File: src/cms_pkg.sv
package cms_pkg;

  localparam int unsigned CLK_FREQ_HZ      = 25_000_000;
  // power-on reset: longest time, rounds down
  localparam int unsigned POR_TIME_US      = 50;
  localparam int unsigned POR_CYCLES       = (POR_TIME_US * (CLK_FREQ_HZ / 1_000_000));
  // reconfiguration budget: longest time, rounds down
  localparam int unsigned RECFG_TIME_MS    = 40;
  localparam int unsigned RECFG_CYCLES     = RECFG_TIME_MS * (CLK_FREQ_HZ / 1000);
  // source power-settle delay, kept by the memory device
  localparam int unsigned SRC_SETTLE_MS    = 200;
  localparam int unsigned SRC_SETTLE_CYCLES = SRC_SETTLE_MS * (CLK_FREQ_HZ / 1000);

  localparam int unsigned CFG_WORDS_DEF    = 16;
  localparam int unsigned INIT_CYCLES      = 8;
  localparam int unsigned SCHEME_W         = 3;

  typedef enum logic [2:0] {
    CMS_SCH_MEMORY      = 3'h0,
    CMS_SCH_SERIAL_PASSIVE_LOAD = 3'h1,
    CMS_SCH_PARALLEL_ASYNC_LOAD = 3'h2,
    CMS_SCH_PARALLEL_SYNC_LOAD  = 3'h3,
    CMS_SCH_SCAN        = 3'h4
  } cms_scheme_e;

  typedef enum logic [2:0] {
    CMS_ST_POR    = 3'h0,
    CMS_ST_WAIT   = 3'h1,
    CMS_ST_LOAD   = 3'h2,
    CMS_ST_INIT   = 3'h3,
    CMS_ST_USER   = 3'h4
  } cms_state_e;

endpackage

File: src/cms_sequencer.sv
`timescale 1ns/10ps
module cms_sequencer
  import cms_pkg::*;
#(
  parameter int unsigned POR_CNT   = POR_CYCLES,
  parameter int unsigned RECFG_CNT = RECFG_CYCLES,
  parameter int unsigned CFG_WORDS = CFG_WORDS_DEF
) (
  input  wire logic                clk_i,
  input  wire logic                sys_rst_i,
  input  wire logic                reconfig_req_i,
  input  wire logic                chain_enable_in_n_i,
  input  wire logic [SCHEME_W-1:0] scheme_sel_i,
  input  wire logic                cfg_word_valid_i,
  output logic                     cfg_ready_o,
  output logic                     chain_enable_out_n_o,
  output logic                     user_reg_rst_o,
  output logic                     io_enable_o,
  output logic                     io_pullup_o,
  output logic                     command_state_o,
  output logic                     user_state_o,
  output logic                     scheme_err_o,
  output logic                     recfg_overrun_o,
  output logic [SCHEME_W-1:0]      scheme_o
);

  localparam int unsigned CW = $clog2(RECFG_CNT + 1);
  localparam int unsigned WW = $clog2(CFG_WORDS + 1);

  cms_state_e            state_q, state_d;
  logic [CW-1:0]         cnt_q, cnt_d;
  logic [WW-1:0]         words_q, words_d;
  logic [CW-1:0]         recfg_q, recfg_d;
  logic                  recfg_run_q, recfg_run_d;
  logic                  overrun_q, overrun_d;
  logic                  scheme_err_q, scheme_err_d;
  logic [SCHEME_W-1:0]   scheme_q, scheme_d;

  function automatic logic scheme_ok(input logic [SCHEME_W-1:0] s);
    scheme_ok = (s <= SCHEME_W'(CMS_SCH_SCAN));
  endfunction

  // one decode serves both the live state and the next state
  function automatic logic is_command(input cms_state_e s);
    is_command = (s != CMS_ST_USER);
  endfunction

  function automatic logic is_pulled(input cms_state_e s);
    is_pulled = (s == CMS_ST_POR) || (s == CMS_ST_WAIT) || (s == CMS_ST_LOAD);
  endfunction

  wire selected    = ~chain_enable_in_n_i;
  wire legal_sel   = scheme_ok(scheme_sel_i);
  wire por_done    = (cnt_q >= CW'(POR_CNT - 1));
  wire init_done   = (cnt_q >= CW'(INIT_CYCLES - 1));
  wire word_take   = (state_q == CMS_ST_LOAD) && cfg_word_valid_i && selected;
  wire last_word   = word_take && (words_q == WW'(CFG_WORDS - 1));
  wire in_command  = is_command(state_q);
  wire recfg_limit = recfg_run_q && (recfg_q >= CW'(RECFG_CNT - 1));

  // next-state view of the outputs, so each output flop tracks the state
  wire ready_d     = (state_d == CMS_ST_LOAD);
  wire handed_d    = (state_d == CMS_ST_INIT) || (state_d == CMS_ST_USER);
  wire command_d   = is_command(state_d);
  wire user_d      = ~command_d;
  wire pullup_d    = is_pulled(state_d);

  always_comb begin
    state_d      = state_q;
    cnt_d        = cnt_q + CW'(1);
    words_d      = words_q;
    scheme_d     = scheme_q;
    scheme_err_d = scheme_err_q;
    case (state_q)
      CMS_ST_POR: begin
        words_d = '0;
        if (por_done) begin
          state_d = CMS_ST_WAIT;
          cnt_d   = '0;
        end
      end
      CMS_ST_WAIT: begin
        // scheme latched at start of each load, so pins may be shared later
        cnt_d = '0;
        if (selected) begin
          scheme_d     = scheme_sel_i;
          scheme_err_d = ~legal_sel;
          if (legal_sel) begin
            state_d = CMS_ST_LOAD;
          end
        end
      end
      CMS_ST_LOAD: begin
        cnt_d = '0;
        if (word_take) begin
          words_d = words_q + WW'(1);
        end
        if (last_word) begin
          state_d = CMS_ST_INIT;
        end
      end
      CMS_ST_INIT: begin
        if (init_done) begin
          state_d = CMS_ST_USER;
          cnt_d   = '0;
        end
      end
      CMS_ST_USER: begin
        cnt_d = '0;
      end
      default: begin
        state_d = CMS_ST_POR;
        cnt_d   = '0;
      end
    endcase
    // pin-forced reconfiguration overrides any state
    if (reconfig_req_i) begin
      state_d = CMS_ST_WAIT;
      cnt_d   = '0;
      words_d = '0;
    end
  end

  // reconfiguration duration monitor
  always_comb begin
    recfg_run_d = recfg_run_q;
    recfg_d     = recfg_q;
    overrun_d   = overrun_q;
    if (reconfig_req_i) begin
      recfg_run_d = 1'b1;
      recfg_d     = '0;
      overrun_d   = 1'b0;
    end else if (recfg_run_q) begin
      if (!in_command) begin
        recfg_run_d = 1'b0;
      end else if (recfg_limit) begin
        recfg_run_d = 1'b0;
      end else begin
        recfg_d = recfg_q + CW'(1);
      end
    end
    // set wins over a new request, so a late budget miss is never lost
    if (recfg_limit && in_command) begin
      overrun_d = 1'b1;
    end
  end

  // synchronous reset models power-up: state is volatile, always reload
  always_ff @(posedge clk_i) begin
    if (sys_rst_i) begin
      state_q <= CMS_ST_POR;
    end else begin
      state_q <= state_d;
    end
  end

  always_ff @(posedge clk_i) begin
    if (sys_rst_i) begin
      cnt_q <= '0;
    end else begin
      cnt_q <= cnt_d;
    end
  end

  always_ff @(posedge clk_i) begin
    if (sys_rst_i) begin
      words_q <= '0;
    end else begin
      words_q <= words_d;
    end
  end

  always_ff @(posedge clk_i) begin
    if (sys_rst_i) begin
      scheme_q <= '0;
    end else begin
      scheme_q <= scheme_d;
    end
  end

  always_ff @(posedge clk_i) begin
    if (sys_rst_i) begin
      scheme_err_q <= 1'b0;
    end else begin
      scheme_err_q <= scheme_err_d;
    end
  end

  always_ff @(posedge clk_i) begin
    if (sys_rst_i) begin
      recfg_run_q <= 1'b0;
    end else begin
      recfg_run_q <= recfg_run_d;
    end
  end

  always_ff @(posedge clk_i) begin
    if (sys_rst_i) begin
      recfg_q <= '0;
    end else begin
      recfg_q <= recfg_d;
    end
  end

  always_ff @(posedge clk_i) begin
    if (sys_rst_i) begin
      overrun_q <= 1'b0;
    end else begin
      overrun_q <= overrun_d;
    end
  end

  // registered outputs, fed from the next state so they change with it
  always_ff @(posedge clk_i) begin
    if (sys_rst_i) begin
      cfg_ready_o <= 1'b0;
    end else begin
      cfg_ready_o <= ready_d;
    end
  end

  // low from init until a reconfig request or reset, so later devices in the chain keep the source
  always_ff @(posedge clk_i) begin
    if (sys_rst_i) begin
      chain_enable_out_n_o <= 1'b1;
    end else begin
      chain_enable_out_n_o <= ~handed_d;
    end
  end

  always_ff @(posedge clk_i) begin
    if (sys_rst_i) begin
      user_reg_rst_o <= 1'b1;
    end else begin
      user_reg_rst_o <= command_d;
    end
  end

  always_ff @(posedge clk_i) begin
    if (sys_rst_i) begin
      io_enable_o <= 1'b0;
    end else begin
      io_enable_o <= user_d;
    end
  end

  always_ff @(posedge clk_i) begin
    if (sys_rst_i) begin
      io_pullup_o <= 1'b1;
    end else begin
      io_pullup_o <= pullup_d;
    end
  end

  always_ff @(posedge clk_i) begin
    if (sys_rst_i) begin
      command_state_o <= 1'b1;
    end else begin
      command_state_o <= command_d;
    end
  end

  always_ff @(posedge clk_i) begin
    if (sys_rst_i) begin
      user_state_o <= 1'b0;
    end else begin
      user_state_o <= user_d;
    end
  end

  always_ff @(posedge clk_i) begin
    if (sys_rst_i) begin
      scheme_err_o <= 1'b0;
    end else begin
      scheme_err_o <= scheme_err_d;
    end
  end

  always_ff @(posedge clk_i) begin
    if (sys_rst_i) begin
      recfg_overrun_o <= 1'b0;
    end else begin
      recfg_overrun_o <= overrun_d;
    end
  end

  always_ff @(posedge clk_i) begin
    if (sys_rst_i) begin
      scheme_o <= '0;
    end else begin
      scheme_o <= scheme_d;
    end
  end

endmodule

File: config.mk
export PLATFORM = sky130hd
export DESIGN_NAME = cms_sequencer
export DESIGN_NICKNAME = d
export VERILOG_FILES = /design/src/cms_pkg.sv /design/src/cms_sequencer.sv
export SDC_FILE = /design/constraint.sdc
export NUM_CORES = 1
export LEC_CHECK = 0
export ABC_AREA = 1
export BUFFER_PORTS_ARGS = -buffer_cell sky130_fd_sc_hd__buf_4
export CORE_MARGIN = 2
export CORE_UTILIZATION = 40
export CTS_CLUSTER_SIZE = 28
export DETAILED_ROUTE_END_ITERATION = 6
export SLEW_MARGIN = 5
export SYNTH_ARGS = -nofsm -noshare
export SYNTH_HDL_FRONTEND = slang
export SYNTH_SLANG_ARGS = --single-unit
File: constraint.sdc
create_clock -name clk_i -period 4.2 [get_ports clk_i]
set_input_delay 0.84 -clock clk_i [delete_from_list [all_inputs] [get_ports clk_i]]
set_output_delay 0.84 -clock clk_i [all_outputs]
set_load 0.02 [all_outputs]
==> results of run 1 <==
[layout make-up]
type	count	share of cell area, %
Sequential cell	59	35.0
Clock inverter	7	2.30
Tap cell	99	3.67
Timing Repair Buffer	20	4.44
Multi-Input combinational cell	311	46.7
Clock buffer	9	3.67
Inverter	38	4.22
[worst max-delay path, cell delays in order]
cell and delay, ns:
buf_4 0.14, nor2_1 0.33, inv_1 0.46, nor2_1 0.33
a21oi_1 0.07
[cells by family (layout without fill, tap and decap cells)]
logic type      Yosys count  in the layout
compound gates           43             43
flops                    59             59
other cells               1              9
fa+ha+maj                 6              6
simple gates            232            232
xor+xnor                 21             21
buf+inv                  50             74
[registers in the layout, indices dropped and copies added, names as in the netlist]
name                  count
state_q                   3
recfg_run_q               1
words_q                   5
scheme_o                  3
chain_enable_out_n_o      1
scheme_err_o              1
cfg_ready_o               1
recfg_q                  20
command_state_o           1
io_pullup_o               1
recfg_overrun_o           1
user_state_o              1
cnt_q                    20
[stage by stage]
stage | hold slack [ns] | util [%] | cell area (um2) | std cells | total power, W
final | 0.472 | 46.8 | 3380 | 543 | 0.00117
after global routing | 0.499 | 46.8 | 3380 | 543 | 0.00121
after CTS | 0.475 | 46.8 | 3380 | 543 | 0.00118
after detailed placement | 0.457 | 44.0 | 3180 | 527 | 0.000652
after global placement | 0.457 | 44.0 | 3180 | 527 | 0.000651
after floorplan | 0.444 | - | 2990 | 420 | 0.000633
[how the worst max path moves through the flow]
stage                                       to  slack (ns)  cells past startpoint
after floorplan                     recfg_q[1]        2.49                      5
after global placement             io_pullup_o        2.01                      5
after detailed placement  chain_enable_out_n_o        1.93                      5
after CTS                 chain_enable_out_n_o        2.25                      5
after global routing               io_pullup_o        2.08                      5
final                     chain_enable_out_n_o        2.25                      5
[metal layers]
metal | share of wire [%] | vias to the layer above | track usage, %
met1 | 49 | 1143 | 20.8
met3 | 3.9 | 10 | 4.02
li1 | - | 1365 | -
met5 | 0 | - | 0
met2 | 45 | 47 | 25.1
met4 | 1.6 | 0 | 6.28
[power by group]
part	switching, W	leakage (nW)	internal, W	total, W
clock	0.000248	0.0934	0.000277	0.000526
sequential	0.00000542	0.480	0.000570	0.000576
combinational	0.0000431	0.701	0.0000210	0.0000641
[cell usage in the layout (no fill, tap or decap), drive strengths merged]
cell      Yosys  final
nand2        98     98
nor2         75     75
dfxtp        59     59
inv          38     39
nand3        38     38
a21oi        30     30
buf          10     20
xor2         17     17
nor3         10     10
clkbuf        2      9
conb          1      9
o21ai         7      7
nand4         7      7
ha            6      6
xnor2         4      4
nand3b        3      3
clkinvlp      0      3
clkinv        0      2
nor3b         1      1
a31oi         1      1
a211oi        1      1
o21a          1      1
o21bai        1      1
o32ai         1      1
o211a         1      1
bufinv        0      1
==> results.cfg, run 1 <==
[status]
status = finished clean

[placement]
pre_cts_slack_ns = 1.93
portBuffers = 19
dp_hpwl_um = 4380
place.gp.congestion = 0.794

[global_routing]
grt_pass1_wl_um = 10400
grt_max_degree = 24
grt_use_total_pct = 15.9
grt_pass1_vias = 2282
antenna_found_initial = 0
overflow = 0

[sta]
skew_ns = 0.00545
fin_ws_ns = 2.25
final_hold_viol_count = 0
period_share_pct = 46.4
setup_viol = 0
slew_headroom_pct = 49.6
fin_crit_ns = 1.95
fin_setup_tns_ns = 0
rsz0062_at_grt = false
drv_slew = 0
fmax_mhz = 513
worst_pin_slew_ns = 0.756

[synth]
ys_warn_count = 0
ys_top_cells_by_count = nand2_1 (94), nor2_1 (68), dfxtp_1 (59), inv_1 (37), nand3_1 (37)
ys_seq_area_share_pct = 39.9
synth_top_area_share_pct = 39.9
synthArstFlopShare_pct = 0
synth-simple-area-share_pct = 35.1
yosysUniqueCellTypes = 33
synthFlopType = dfxtp_1
synth.mux.area_fraction_pct = 0
synth_xor_area_share_pct = 6.22
syn_inst = 412
synth_top_family_by_area = simple AND/OR/NAND/NOR gates
synth.area.top_cells = dfxtp_1 (40%), nand2_1 (12%), nor2_1 (8.6%)
synth_fa_ha_area_share_pct = 2.54
synth.avg_cell_area_um2 = 7.18
synth.most_common_cell = nand2_1
synth_edf_count = 0
yosys.area.top_type = dfxtp_1
ys_seq_elements = 59
netlist_area_um2 = 2960
synth_compound_area_share_pct = 8.38

[critical_path]
crit_arrival_ns = 2.17
rr_startpoint = recfg_q[0]
worstPathMaxFanout = 23
cp.required_ns = 4.42
start_kind = input pin
r2r_slack_ns = 2.31
reg2regPathDepth = 7
path_class = in -> reg
critPathLaunch = sys_rst_i
cp-end-kind = flop
timing.rr.end = recfg_q[4]

[job]
maxCapViolations = 0

[floorplanning]
die_x_um = 90.0
initial_core_util_pct = 41.0
rows = 31
die_area_um2 = 8100
die_y_um = 90.0
coreArea_um2 = 7210
num_io_pins = 20

[clock_network]
clk_pin_slew_ns = 0.07
cts_max_path_buffers = 2
clk_latency_ns = 0.34
cts.repair.resized = 0
cts_setup_buffers = 0
htreeDepth = 3
cts_sinks = 59
cts_tree = yes
postCtsHoldBufs = 0
root_buffer = clkbuf_8
cts_made_buffers = 9

[min_path]
min_to = scheme_o[2]
hp-class = reg -> reg
hold_depth = 2
min_from = scheme_o[2]

[pwr]
powerDensity_nw_per_um2 = 345
max-vdd-ir-drop_uv = 268
leakage_nw = 1.27

[routing]
via_per_inst = 4.72
drt-total-wl_um = 6190
drtIter0Drc = 117
drc = 0
routedWlPerCell_um = 11.4
ant_nets = 0
drt_pass1_iterations = 4
vias = 2565

[final_layout]
fillers = 769
drive_gt1_share_pct = 12.4
multiInputGateArea_um2 = 1580
fin_nets = 453
synthToLayoutAreaGrowth_pct = 14.3
antenna_cells = 0
register_area_um2 = 1180
(Power assumes the default switching activity.)
==> run 2: changes to the inputs <==
Settings changed: ABC_AREA 1 to 0.
Clock period 4.2 ns to 1.6 ns, I/O delays scaled along.
==> run 2 against run 1 <==
Effect of this change:
- the flow now finishes with violations (setup timing)
- total power grew to 2.9 times the previous value
- routed wire length grew 6.9%
- synthesized area is 11% lower
- clock-buffer cell count stayed put
- synthesized cell count down 27%
- die area down 11%
- combinational power grew to 2.7 times the previous value
- sequential share of layout area is 4.7 points lower
- worst hold slack got worse by 0.26 ns
- worst setup slack got worse by 2.4 ns
- non-clock buffer count increased by 77
- critical path type is now reg -> reg
- critical endpoint is now recfg_q[16]
==> results.cfg, run 2 <==
[status]
status = finished with violations
violations = setup timing

[placement]
dpl_cell_area_um2 = 3300
portBuffers = 19
dp_hpwl_um = 4260
place.gp.congestion = 0.839
post-place-cells = 448

[critical_path]
timing.rr.end = recfg_q[16]
r2r_slack_ns = -0.18
rr_startpoint = recfg_q[7]
cp-end-kind = flop
worstPathMaxFanout = 7
critPathLaunch = recfg_q[7]
crit_arrival_ns = 2.07
crit_end = recfg_q[16]
start_kind = flop
path_class = reg -> reg
reg2regPathDepth = 7
cp.required_ns = 1.89

[final_layout]
final_cell_mix = buf_4 (87), dfxtp_1 (48), nor2_1 (24)
multiInputGateArea_um2 = 1600
drive_gt1_share_pct = 43.4
final_core_util_pct = 62.3
top_regs = cnt_q (20), recfg_q (20), words_q (5)
final_common_cell = buf_4
antenna_cells = 0
register_area_um2 = 1200
fillers = 501
synthToLayoutAreaGrowth_pct = 51.0
final_cells = 480
final_design_area_no_fill_um2 = 3960
fin_nets = 412

[synth]
synthFlopType = dfxtp_1
synth_edf_count = 0
syn_inst = 299
synth.area.top_cells = dfxtp_1 (45%), nor2_1 (4.9%), a21oi_1 (4.4%)
synth_top_area_share_pct = 45.0
yosysUniqueCellTypes = 47
synth.most_common_cell = dfxtp_1
yosys.area.top_type = dfxtp_1
synthArstFlopShare_pct = 0
ys_warn_count = 0
ys_seq_elements = 59
synth.avg_cell_area_um2 = 8.77
ys_seq_area_share_pct = 45.0
netlist_area_um2 = 2620
ys_top_cells_by_count = dfxtp_1 (59), nor2_1 (34), a21oi_1 (23), nand2_1 (19), nand3_1 (16)

[clock_network]
htreeDepth = 3
clk_latency_ns = 0.35
root_buffer = clkbuf_8
cts_max_path_buffers = 2
cts_sinks = 59
clk_pin_slew_ns = 0.08
cts_made_buffers = 9
postCtsHoldBufs = 0
cts_tree = yes

[sta]
worst_pin_slew_ns = 0.488
skew_ns = 0.0103
rsz0062_at_grt = true
fin_crit_ns = 1.78
fmax_mhz = 560
period_share_pct = 112
fin_ws_ns = -0.185
fin_setup_tns_ns = -3.18
final_hold_viol_count = 0
slew_headroom_pct = 67.1
drv_slew = 0
setup_viol = 31

[global_routing]
grt_pass1_wl_um = 10800
grt_pass1_vias = 2385
grt_max_degree = 21
antenna_found_initial = 0
overflow = 0
grt_use_total_pct = 18.9

[floorplanning]
die_area_um2 = 7220
initial_core_util_pct = 41.3
die_y_um = 85.0
coreArea_um2 = 6350
rows = 29
num_io_pins = 20
die_x_um = 85.0

[routing]
drt_pass1_iterations = 4
vias = 2466
via_per_inst = 5.14
drc = 0
drtIter0Drc = 141
drt-total-wl_um = 6620
ant_nets = 0
routedWlPerCell_um = 13.8

[job]
maxCapViolations = 0

[pwr]
power_w = 0.00338
powerDensity_nw_per_um2 = 854
leakage_nw = 1.51
max-vdd-ir-drop_uv = 795

[min_path]
hp-class = in -> reg
[run 2: changes by cell type in the layout (fill, tap and decap cells not counted), moves of 11 or more]
| cell | before | now |
|---|---|---|
| nor2_1 | 68 | 24 |
| buf_4 | 20 | 87 |
| inv_1 | 37 | 9 |
| dfxtp_1 | 59 | 48 |
| nand2_1 | 94 | 18 |
| nand3_1 | 37 | 13 |
[run 2: logic make-up (layout without fill, tap and decap cells)]
group           Yosys count  count (layout)  synth area share (%)
compound gates           59              59                  14.2
mux                       6               6                  2.29
fa+ha+maj                 6               6                  2.86
xor+xnor                 11              11                  3.67
flops                    59              59                  45.0
simple gates            129             129                  26.3
other cells               1               9                 0.143
buf+inv                  28             124                  5.49
[run 2: how the worst min path moves through the flow]
stage | start | end | slack, ns | cells past startpoint
6_report | scheme_sel_i[0] | scheme_o[0] | 0.22 | 3
2_1_floorplan | words_q[4] | words_q[4] | 0.43 | 2
5_1_grt | scheme_sel_i[2] | scheme_o[2] | 0.23 | 3
3_5_place_dp | words_q[4] | words_q[4] | 0.46 | 2
3_3_place_gp | words_q[4] | words_q[4] | 0.44 | 2
4_1_cts | scheme_sel_i[0] | scheme_o[0] | 0.21 | 3
[run 2: cell type report]
cell class | count | area share (%)
multi-input cells | 220 | 40.4
well taps | 77 | 2.43
inverters | 11 | 1.11
repair buffers | 97 | 19.6
flip-flops and latches | 59 | 30.2
clock buffers | 9 | 3.13
clock inverters | 7 | 3.13
[run 2: worst max-delay path, stage by stage (launching register included)]
cell and delay (ns):
dfxtp_2 0.36, buf_6 0.11, and3_4 0.18, and4_4 0.26, buf_6 0.12, nand3_4 0.06, or4_1 0.49, a21oi_1 0.14
[run 2: layer usage]
metal / GRT usage, % / vias up / wire length, um
met5: 0 / - / 0
met3: 4.86 / 8 / 250
li1: - / 1268 / -
met2: 30.8 / 52 / 3240
met1: 23.8 / 1138 / 3060
met4: 7.79 / 0 / 73
[run 2: report_power, final]
part           leakage [nW]  internal, W  switching (W)
sequential            0.486      0.00149      0.0000125
clock                 0.120      0.00105       0.000655
combinational         0.906    0.0000815      0.0000922
[run 2: per-stage QoR]
stage	hold slack (ns)	setup WS (ns)
after CTS	0.208	-0.148
final	0.217	-0.185
after global placement	0.443	-0.167
after floorplan	0.432	-0.0577
after detailed placement	0.465	-0.177
after global routing	0.230	-0.251
[run 2: timing repair]
item / in CTS / in global routing
pin swaps: 22 / 17
endpoints found under the setup margin: 34 / 40
setup buffers: 8 / 7
resized for setup: 26 / 46
cloned: 1 / 0
